==> config.mk <==
export PLATFORM = sky130hd
export DESIGN_NAME = kpe_top
export DESIGN_NICKNAME = d
export VERILOG_FILES = /design/src/hw/kpe_pkg.sv /design/src/hw/kpe_top.sv
export SDC_FILE = /design/constraint.sdc
export NUM_CORES = 1
export LEC_CHECK = 0
export BUFFER_PORTS_ARGS = -buffer_cell sky130_fd_sc_hd__buf_2
export CORE_MARGIN = 4
export CORE_UTILIZATION = 60
export DETAILED_ROUTE_END_ITERATION = 7
export PLACE_DENSITY = 0.94
export SLEW_MARGIN = 20
export SYNTH_ARGS = -nofsm -noshare
export SYNTH_HDL_FRONTEND = slang
export SYNTH_SLANG_ARGS = --single-unit
export TNS_END_PERCENT = 10
==> constraint.sdc <==
create_clock -name i_core_clk -period 29.9 [get_ports i_core_clk]
set_input_delay 2.99 -clock i_core_clk [delete_from_list [all_inputs] [get_ports i_core_clk]]
set_output_delay 2.99 -clock i_core_clk [all_outputs]
set_load 0.05 [all_outputs]
==> src/hw/kpe_pkg.sv <==
// keypad parameter editing and test-running package: states, keys, codes, timing
// assumes one 100 MHz clock; times below are in their own units
package kpe_pkg;

  // ****************************************
  // states and display markers
  // ****************************************
  typedef enum logic [2:0] {
    KPE_PSEL  = 3'b000,
    KPE_EDIT  = 3'b001,
    KPE_STORE = 3'b011,
    KPE_TMENU = 3'b010,
    KPE_FEED  = 3'b110
  } kpe_state_t;

  typedef enum logic [1:0] {
    KPE_MK_NONE  = 2'h0,
    KPE_MK_H     = 2'h1,
    KPE_MK_L     = 2'h2,
    KPE_MK_MINUS = 2'h3
  } kpe_marker_t;

  // ****************************************
  // keys, functions, parameter numbers
  // ****************************************
  localparam int K_UP  = 0;
  localparam int K_DN  = 1;
  localparam int K_SH  = 2;
  localparam int K_ENT = 3;
  localparam int K_ESC = 4;

  localparam logic [3:0] FN_FEED  = 4'h1;
  localparam logic [3:0] FN_POS   = 4'h2;
  localparam logic [3:0] FN_CUM   = 4'h3;
  localparam logic [3:0] FN_ALM   = 4'h4;
  localparam logic [3:0] FN_HIST  = 4'h5;
  localparam logic [3:0] FN_PINIT = 4'h6;
  localparam logic [3:0] FN_OFS   = 4'h7;
  localparam logic [3:0] FN_ZADJ  = 4'h8;

  localparam logic [6:0] PARAM_ZOFS  = 7'h14;
  localparam logic [6:0] PARAM_OFS   = 7'h47;
  localparam logic [6:0] PARAM_LAST  = 7'h63;
  localparam logic [3:0] DIGIT_MAX   = 4'h9;
  localparam logic [2:0] HALF_DIGITS = 3'h3;
  localparam logic [2:0] STORE_PHASES = 3'h5;

  // bits 0..10 resettable, 11..14 cleared only by power-on
  localparam logic [14:0] ALM_RESET_MASK = 15'h07ff;

  // ****************************************
  // timing
  // ****************************************
  localparam int CLK_MHZ        = 100;
  localparam int KEY_DEB_US     = 10000;
  localparam int LONG_PRESS_MS  = 1000;
  localparam int EDIT_BLINK_MS  = 1000;
  localparam int STORE_BLINK_MS = 500;
  localparam int DEB_CYC        = KEY_DEB_US * CLK_MHZ;
  localparam int LONG_CYC       = LONG_PRESS_MS * 1000 * CLK_MHZ;
  localparam int EDIT_HALF_CYC  = EDIT_BLINK_MS * 1000 * CLK_MHZ / 2;
  localparam int STORE_HALF_CYC = STORE_BLINK_MS * 1000 * CLK_MHZ / 2;

endpackage

==> src/hw/kpe_top.sv <==
// keypad front end: parameter value editing and test-running commands
// assumes keys and status inputs synchronous to i_core_clk, keys not yet debounced
`timescale 1ns/100ps
module kpe_top
  import kpe_pkg::*;
#(
  parameter int P_DEB_CYC   = DEB_CYC,
  parameter int P_LONG_CYC  = LONG_CYC,
  parameter int P_BLINK_CYC = EDIT_HALF_CYC,
  parameter int P_STORE_CYC = STORE_HALF_CYC
) (
  // clock and reset
  input  wire  logic               i_core_clk,
  input  wire  logic               i_rst_b,
  // keys
  input  wire  logic               i_key_up,
  input  wire  logic               i_key_down,
  input  wire  logic               i_key_shift,
  input  wire  logic               i_key_enter,
  input  wire  logic               i_key_esc,
  input  wire  logic               i_test_mode,
  // parameter store
  input  wire  logic [19:0]        i_param_bcd,
  input  wire  logic               i_param_neg,
  input  wire  logic [2:0]         i_param_digits,
  input  wire  logic               i_param_signed,
  input  wire  logic signed [17:0] i_range_min,
  input  wire  logic signed [17:0] i_range_max,
  input  wire  logic               i_write_protect,
  // servo core status
  input  wire  logic               i_run,
  input  wire  logic               i_forward_run_command,
  input  wire  logic               i_reverse_run_command,
  input  wire  logic               i_motor_rotating,
  input  wire  logic               i_forced_stop,
  input  wire  logic               i_regen_overheat,
  input  wire  logic               i_overtravel_limit_fwd,
  input  wire  logic               i_overtravel_limit_rev,
  input  wire  logic               i_coast,
  input  wire  logic [14:0]        i_alarm_evt,
  input  wire  logic [15:0]        i_feed_speed,
  input  wire  logic [15:0]        i_vref_offset,
  input  wire  logic [17:0]        i_z_distance,
  // display
  output logic [11:0]              o_disp_digits,
  output logic [1:0]               o_disp_marker,
  output logic [2:0]               o_blink_mask,
  output logic                     o_rejection_indication,
  output logic [6:0]               o_param_num,
  output logic [3:0]               o_fn_num,
  // parameter write
  output logic                     o_wr_stb,
  output logic [6:0]               o_wr_addr,
  output logic [17:0]              o_wr_data,
  // servo core commands
  output logic                     o_feed_fwd,
  output logic                     o_feed_rev,
  output logic [15:0]              o_feed_speed,
  output logic                     o_test_stop,
  output logic                     o_cmd_pos_clr,
  output logic                     o_fb_pos_clr,
  output logic                     o_cmd_cum_clr,
  output logic                     o_fb_cum_clr,
  output logic [14:0]              o_alarm,
  output logic                     o_hist_erase,
  output logic                     o_param_init
);

  // ****************************************
  // state
  // ****************************************
  typedef struct packed {
    kpe_state_t       st;
    logic [4:0]       key;
    logic [4:0][19:0] deb;
    logic [26:0]      lp_cnt;
    logic             lp_done;
    logic [26:0]      blk_cnt;
    logic             blk_ph;
    logic [26:0]      st_cnt;
    logic [2:0]       st_ph;
    logic [6:0]       pnum;
    logic [3:0]       fn;
    logic [4:0][3:0]  dig;
    logic             neg;
    logic [2:0]       ndig;
    logic             sgn;
    logic [1:0]       sel;
    logic             upper;
    logic             rej;
    logic [11:0]      disp;
    kpe_marker_t      mark;
    logic [2:0]       blank;
    logic             wr_stb;
    logic [6:0]       wr_addr;
    logic [17:0]      wr_data;
    logic             feed_fwd;
    logic             feed_rev;
    logic [15:0]      feed_speed;
    logic             test_stop;
    logic             pos_clr;
    logic             cum_clr;
    logic [14:0]      alarm;
    logic             hist_erase;
    logic             param_init;
  } kpe_regs_t;

  localparam logic [19:0] DEB_LAST   = 20'(P_DEB_CYC - 1);
  localparam logic [26:0] LONG_LAST  = 27'(P_LONG_CYC - 1);
  localparam logic [26:0] BLINK_LAST = 27'(P_BLINK_CYC - 1);
  localparam logic [26:0] STORE_LAST = 27'(P_STORE_CYC - 1);

  kpe_regs_t          r;
  kpe_regs_t          next_r;
  logic               rst_meta;
  logic               rst_n;
  logic [4:0]         raw;
  logic [4:0]         press;
  logic [14:0]        alm_clr;
  logic               lp_evt;
  logic               busy;
  logic               split;
  logic               inhibit;
  logic [1:0]         smax;
  logic [2:0]         didx;
  logic signed [17:0] val;
  logic               in_rng;

  // ****************************************
  // functions
  // ****************************************
  function automatic logic [3:0] dstep(input logic [3:0] d, input logic up);
    if (up) begin
      dstep = (d >= DIGIT_MAX) ? 4'h0 : d + 4'h1;
    end else begin
      dstep = (d == 4'h0) ? DIGIT_MAX : d - 4'h1;
    end
  endfunction

  function automatic logic [16:0] bcd2bin(input logic [4:0][3:0] d);
    bcd2bin = 17'(d[4]) * 17'd10000 + 17'(d[3]) * 17'd1000 + 17'(d[2]) * 17'd100
            + 17'(d[1]) * 17'd10 + 17'(d[0]);
  endfunction

  // ****************************************
  // reset release
  // ****************************************
  always_ff @(posedge i_core_clk or negedge i_rst_b) begin
    if (!i_rst_b) begin
      rst_meta <= 1'b0;
      rst_n    <= 1'b0;
    end else begin
      rst_meta <= 1'b1;
      rst_n    <= rst_meta;
    end
  end

  // ****************************************
  // decode
  // ****************************************
  assign raw     = {i_key_esc, i_key_enter, i_key_shift, i_key_down, i_key_up};
  assign lp_evt  = r.key[K_ENT] & ~r.lp_done & (r.lp_cnt == LONG_LAST);
  assign busy    = (i_run & (i_forward_run_command | i_reverse_run_command)) | i_motor_rotating;
  assign split   = r.ndig > HALF_DIGITS;
  assign inhibit = i_forced_stop | i_regen_overheat | i_coast;
  assign smax    = split ? 2'h2 : ((r.ndig == 3'h0) ? 2'h0 : 2'(r.ndig - 3'h1));
  assign didx    = (r.upper ? 3'h2 : 3'h0) + {1'b0, r.sel};
  assign val     = r.neg ? -$signed({1'b0, bcd2bin(r.dig)}) : $signed({1'b0, bcd2bin(r.dig)});
  assign in_rng  = (val >= i_range_min) && (val <= i_range_max);

  // ****************************************
  // next state
  // ****************************************
  always_comb begin
    next_r            = r;
    press             = 5'h00;
    alm_clr           = 15'h0000;
    next_r.wr_stb     = 1'b0;
    next_r.pos_clr    = 1'b0;
    next_r.cum_clr    = 1'b0;
    next_r.hist_erase = 1'b0;
    next_r.param_init = 1'b0;
    for (int i = 0; i < 5; i++) begin
      if (raw[i] != r.key[i]) begin
        next_r.deb[i] = r.deb[i] + 20'h1;
        if (r.deb[i] == DEB_LAST) begin
          next_r.key[i] = raw[i];
          next_r.deb[i] = 20'h0;
        end
      end else begin
        next_r.deb[i] = 20'h0;
      end
    end
    press = next_r.key & ~r.key;
    if (r.key[K_ENT]) begin
      next_r.lp_cnt = r.lp_done ? r.lp_cnt : r.lp_cnt + 27'h1;
      if (lp_evt) begin
        next_r.lp_done = 1'b1;
        next_r.lp_cnt  = 27'h0;
      end
    end else begin
      next_r.lp_cnt  = 27'h0;
      next_r.lp_done = 1'b0;
    end
    next_r.blk_cnt = r.blk_cnt + 27'h1;
    if (r.blk_cnt == BLINK_LAST) begin
      next_r.blk_cnt = 27'h0;
      next_r.blk_ph  = ~r.blk_ph;
    end
    if (|press) begin
      next_r.rej = 1'b0;
    end
    case (r.st)
      KPE_PSEL: begin
        if (press[K_UP]) begin
          next_r.pnum = (r.pnum >= PARAM_LAST) ? 7'h00 : r.pnum + 7'h01;
        end else if (press[K_DN]) begin
          next_r.pnum = (r.pnum == 7'h00) ? PARAM_LAST : r.pnum - 7'h01;
        end else if (lp_evt) begin
          next_r.dig     = i_param_bcd;
          next_r.neg     = i_param_neg;
          next_r.ndig    = i_param_digits;
          next_r.sgn     = i_param_signed;
          next_r.sel     = 2'h0;
          next_r.upper   = i_param_digits > HALF_DIGITS;
          next_r.blk_cnt = 27'h0;
          next_r.blk_ph  = 1'b0;
          next_r.st      = KPE_EDIT;
        end
      end
      KPE_EDIT: begin
        if (press[K_ESC]) begin
          next_r.st = KPE_PSEL;
        end else if (lp_evt) begin
          if (in_rng) begin
            next_r.wr_stb  = 1'b1;
            next_r.wr_addr = r.pnum;
            next_r.wr_data = val;
            next_r.st_cnt  = 27'h0;
            next_r.st_ph   = 3'h0;
            next_r.st      = KPE_STORE;
          end else begin
            next_r.rej = 1'b1;
          end
        end else if (press[K_UP] | press[K_DN]) begin
          next_r.dig[didx] = dstep(r.dig[didx], press[K_UP]);
        end else if (press[K_SH]) begin
          if (r.sel == smax) begin
            next_r.sel   = 2'h0;
            next_r.upper = split & ~r.upper;
          end else begin
            next_r.sel = r.sel + 2'h1;
          end
        end
      end
      KPE_STORE: begin
        next_r.st_cnt = r.st_cnt + 27'h1;
        if (press[K_ESC]) begin
          next_r.st = KPE_PSEL;
        end else if (r.st_cnt == STORE_LAST) begin
          next_r.st_cnt = 27'h0;
          next_r.st_ph  = r.st_ph + 3'h1;
          if (r.st_ph == STORE_PHASES) begin
            next_r.st = KPE_EDIT;
          end
        end
      end
      KPE_TMENU: begin
        if (press[K_UP]) begin
          next_r.fn = (r.fn >= FN_ZADJ) ? FN_FEED : r.fn + 4'h1;
        end else if (press[K_DN]) begin
          next_r.fn = (r.fn <= FN_FEED) ? FN_ZADJ : r.fn - 4'h1;
        end else if (lp_evt) begin
          case (r.fn)
            FN_FEED: begin
              next_r.rej = busy;
              next_r.st  = busy ? KPE_TMENU : KPE_FEED;
            end
            FN_POS: begin
              next_r.rej     = busy;
              next_r.pos_clr = ~busy;
            end
            FN_CUM: begin
              next_r.rej     = busy;
              next_r.cum_clr = ~busy;
            end
            FN_ALM: begin
              alm_clr = ALM_RESET_MASK;
            end
            FN_HIST: begin
              next_r.hist_erase = 1'b1;
            end
            FN_PINIT: begin
              next_r.rej        = i_run | i_write_protect;
              next_r.param_init = ~(i_run | i_write_protect);
            end
            FN_OFS: begin
              next_r.rej     = i_write_protect;
              next_r.wr_stb  = ~i_write_protect;
              next_r.wr_addr = PARAM_OFS;
              next_r.wr_data = {{2{i_vref_offset[15]}}, i_vref_offset};
            end
            FN_ZADJ: begin
              next_r.wr_stb  = 1'b1;
              next_r.wr_addr = PARAM_ZOFS;
              next_r.wr_data = i_z_distance;
            end
            default: begin
              next_r.fn = FN_FEED;
            end
          endcase
        end
      end
      KPE_FEED: begin
        if (press[K_ESC]) begin
          next_r.st = KPE_TMENU;
        end
      end
      default: begin
        next_r.st = KPE_PSEL;
      end
    endcase
    if (i_test_mode && (r.st == KPE_PSEL || r.st == KPE_EDIT || r.st == KPE_STORE)) begin
      next_r.st = KPE_TMENU;
    end else if (!i_test_mode && (r.st == KPE_TMENU || r.st == KPE_FEED)) begin
      next_r.st = KPE_PSEL;
    end
    next_r.alarm      = (r.alarm & ~alm_clr) | i_alarm_evt;
    next_r.feed_speed = i_feed_speed;
    next_r.feed_fwd   = (r.st == KPE_FEED) & r.key[K_UP] & ~inhibit & ~i_overtravel_limit_fwd;
    next_r.feed_rev   = (r.st == KPE_FEED) & r.key[K_DN] & ~inhibit & ~i_overtravel_limit_rev;
    next_r.test_stop  = r.st[1] & (inhibit | i_overtravel_limit_fwd | i_overtravel_limit_rev);
    next_r.blank      = 3'h0;
    next_r.mark       = KPE_MK_NONE;
    case (r.st)
      KPE_EDIT, KPE_STORE: begin
        if (!split) begin
          next_r.disp = {r.dig[2], r.dig[1], r.dig[0]};
          next_r.mark = (r.sgn & r.neg) ? KPE_MK_MINUS : KPE_MK_NONE;
        end else if (r.upper) begin
          next_r.disp = {r.dig[4], r.dig[3], r.dig[2]};
          next_r.mark = (r.sgn & r.neg) ? KPE_MK_MINUS : KPE_MK_H;
        end else begin
          next_r.disp = {r.dig[2], r.dig[1], r.dig[0]};
          next_r.mark = KPE_MK_L;
        end
        if (r.st == KPE_STORE) begin
          next_r.blank = r.st_ph[0] ? 3'h7 : 3'h0;
        end else begin
          next_r.blank = r.blk_ph ? 3'(3'h1 << r.sel) : 3'h0;
        end
      end
      KPE_PSEL: begin
        next_r.disp = {4'h0, 4'(r.pnum / 7'd10), 4'(r.pnum % 7'd10)};
      end
      default: begin
        next_r.disp = {8'h00, r.fn};
      end
    endcase
  end

  always_ff @(posedge i_core_clk or negedge rst_n) begin
    if (!rst_n) begin
      r    <= '0;
      r.fn <= FN_FEED;
    end else begin
      r <= next_r;
    end
  end

  // ****************************************
  // outputs
  // ****************************************
  assign o_disp_digits          = r.disp;
  assign o_disp_marker          = r.mark;
  assign o_blink_mask           = r.blank;
  assign o_rejection_indication = r.rej;
  assign o_param_num            = r.pnum;
  assign o_fn_num               = r.fn;
  assign o_wr_stb               = r.wr_stb;
  assign o_wr_addr              = r.wr_addr;
  assign o_wr_data              = r.wr_data;
  assign o_feed_fwd             = r.feed_fwd;
  assign o_feed_rev             = r.feed_rev;
  assign o_feed_speed           = r.feed_speed;
  assign o_test_stop            = r.test_stop;
  assign o_cmd_pos_clr          = r.pos_clr;
  assign o_fb_pos_clr           = r.pos_clr;
  assign o_cmd_cum_clr          = r.cum_clr;
  assign o_fb_cum_clr           = r.cum_clr;
  assign o_alarm                = r.alarm;
  assign o_hist_erase           = r.hist_erase;
  assign o_param_init           = r.param_init;
endmodule

==> impl_results.md <==
* Routed Antenna Nets at 0
* Pin count of the biggest net entering global routing at 86
* Number of cells on the critical path at 32
* Period utilization at 28.2%
* PwrDens at 44.3 nW/um^2
* Reg2reg path depth at 32
* Initial Util at 60.9%
* Number of remaining DRC errors at 0
* Synthesized area at 20,400 um^2
* Crit path DAT at 8.85 ns
* Most frequent CP cell: ha_1
* Leakage power at 10.7 nW
* Final HPWL DP at 40.5 mm
* Total Nets Final at 2,684
* Area share of xor/xnor cells in the synthesized design at 7.29%
* PortBufs at 238
* Most frequent cell after synthesis: dfrtp_1
* Synthesized area per cell at 9.03 um^2
* Layout area overhead at 10.7%
* Rows at 67
* Synth top area cells: dfrtp_1 39%, ha_1 8.0%, nor2_1 4.5%, xor2_1 4.1%, nand2_1 3.8%
* Max VDD drop at 62.9 uV
* CP top delay family: compound AO/OA/AOI/OAI gates
* Final WL at 54.9 mm
* Final Util at 67.4%
* Fmax achieved at 119 MHz
* Clock Latency Late Sink at 0.53 ns
* Total of max-cap violations at 0
* Hold Vio Cnt, Final at 0
* Slew HR at 34.2%
* All-Layer GR Usage at 29.0%
* Yosys warnings at 0
* RSZ-0062 raised after global routing: no
* Top FF cell, synth: dfrtp_1
* Post-route setup TNS at 0 ns
* Core area at 33,500 um^2
* First DRT Iteration DRCs at 1,808
* Fin crit period at 8.43 ns
* Startpoint Class: flip-flop
* EDFF count, synth at 0
* Congestion Overflow GR at 0
* Crit path largest cell delay at 0.63 ns
* Setup bufs post-CTS at 0
* CP endpoint kind: flip-flop
* Worst path slowest cell: fa_1
* # IOs at 239
* Root buffer cell: clkbuf_16
* CTS tree: yes
* Routed len/inst at 19.2 um
* Die area at 37,100 um^2
* CTS Buf Count at 36
* FF+latch count, synth at 317
* Number of global-route vias before repair at 17.4k
* Hold buffer count at cts at 0
* Detailed-router iteration count before antenna repair at 7
* Max-slew violation count at 0
* Synth Area in Compound Gates at 13.0%
* Initial antenna violation count at 2
* Post-cts resize count at 0
* Mux contribution to synthesized area at 2.37%
* Post-synthesis adder-cell area fraction at 10.6%
* Async S/R FF share, synth at 100%
* DR vias/cell at 6.12
* Die W at 193 um
* Vias at 17.5k
* GPL Wtd Cong at 0.957
* Final setup violation count at 0
* CP bufs+invs at 3
* First-pass GRT wire length at 87.2 mm
* Status: complete, no violations
* Die Height at 193 um
* Slew @ Worst Pin at 0.987 ns
* Critical Path RT at 30.32 ns
* H-tree Lvls at 2
* Largest area contributor in the netlist: dfrtp_1
* Post-Syn Nets at 2,562
* Clock sink total at 317
* Most instantiated cells after synthesis: 316 x dfrtp_1, 243 x nor2_1, 205 x nand2_1
* Clock Tree Buf Depth at 3
* Simple-gate area share of the yosys netlist at 20.9%
* Crit Path Class: reg2reg
* Main combinational cell family by area after synthesis: simple AND/OR/NAND/NOR gates
* Skew final at 0.0158 ns
* Share of cells above drive strength 1 at 14.7%
* Critical path peak fanout at 26
* Post-synth top area share at 38.7%
* Cell count after synthesis at 2,261
* Post-synthesis sequential area ratio at 38.8%
* Min-delay worst type: reg2async
* Clk pin slew, worst setup/hold paths at 0.06 ns
* Synth cell types at 79
[sequential cells by signal, indices dropped and copies added (netlist names), 2 cells and up]
name           flops
r                222
o_blink_mask       3
o_disp_marker      2
o_wr_data         18
o_feed_speed      16
o_fn_num           4
o_disp_digits     12
o_param_num        7
o_alarm           15
o_wr_addr          7
[worst reg2reg max path: cells and delay by family (launching register included)]
family	cells	cell delay, ns
compound gates	13	3.06
fa+ha+maj	7	2.73
simple gates	7	1.26
flops	1	0.51
buf+inv	3	0.41
xor+xnor	2	0.35
[kinds of logic after synthesis]
family	after synthesis
XOR/XNOR	170
flip-flops	317
adder cells (fa/ha/maj)	157
other	1
AO/OA/AOI/OAI	405
multiplexers	41
AND/OR/NAND/NOR	879
buffers and inverters	291
[where the power goes]
group / internal, W / switching (W)
Sequential: 0.000438 / 0.0000107
Clock: 0.000297 / 0.000178
Combinational: 0.0000247 / 0.0000546
Total: 0.000759 / 0.000243
[cell usage in the layout (no fill, tap or decap), types with 11 or more instances in the layout]
master and count:
and3_1 50, dfrtp_1 315, xnor2_1 74, nor2_1 243
and4_1 14, or3_1 25, nand2_1 205, a31oi_1 28
o211ai_1 23, mux2_2 19, a21oi_1 84, nor4_1 15
nand4_1 43, a22oi_1 15, o21a_1 16, buf_4 11
o31ai_1 23, ha_1 130, nor3_1 53, nand2b_1 17
mux2i_1 18, a211oi_1 11, inv_1 124, o21ai_0 94
nand3_1 131, and2_1 12, buf_2 238, or2_2 13
nor2b_1 18, xor2_1 96, fa_1 27, clkbuf_16 38
a21o_1 30
[final cells by class]
| class | instances | area (um^2) |
|---|---|---|
| multi-input cells | 1653 | 11100 |
| fillers | 2504 | 10900 |
| flip-flops and latches | 317 | 7940 |
| repair buffers | 251 | 1300 |
| clock buffers | 48 | 1040 |
| well taps | 448 | 561 |
| inverters | 124 | 465 |
| clock inverters | 14 | 246 |
| diodes | 1 | 2.50 |
[metal layers]
metal	routed length (um)	up-vias	track usage, %
li1	-	8094	-
met3	4380	198	5.07
met4	3030	2	14.3
met5	18	-	0
met2	26400	833	49.9
met1	21000	8345	35.4
[metrics by stage]
stage                     instance area (um^2)  setup slack (ns)  instances  total power [W]  hold slack, ns
after floorplan                          20400             20.41       2261         0.000507           0.331
after global placement                   21300             21.82       2793         0.000531           0.156
after detailed placement                 21300             21.59       2793         0.000534           0.158
after CTS                                22600             21.56       2855          0.00101           0.161
after global routing                     22600             20.91       2855          0.00104           0.182
final                                    22600             21.47       2856          0.00100           0.158
[path summary, 6_finish.rpt]
kind	startpoint	end	slack, ns
worst max-delay path	r[104]	r[123]	21.47
max in group asynchronous	i_rst_b	rst_n	27.55
min in group i_core_clk	rst_meta	rst_n	0.35
worst min register to register	rst_n	r[254]	0.16
worst min-delay path	rst_n	r[254]	0.16
worst max register to register	r[104]	r[123]	21.47
Note: power is estimated with default switching activity, not from simulation.
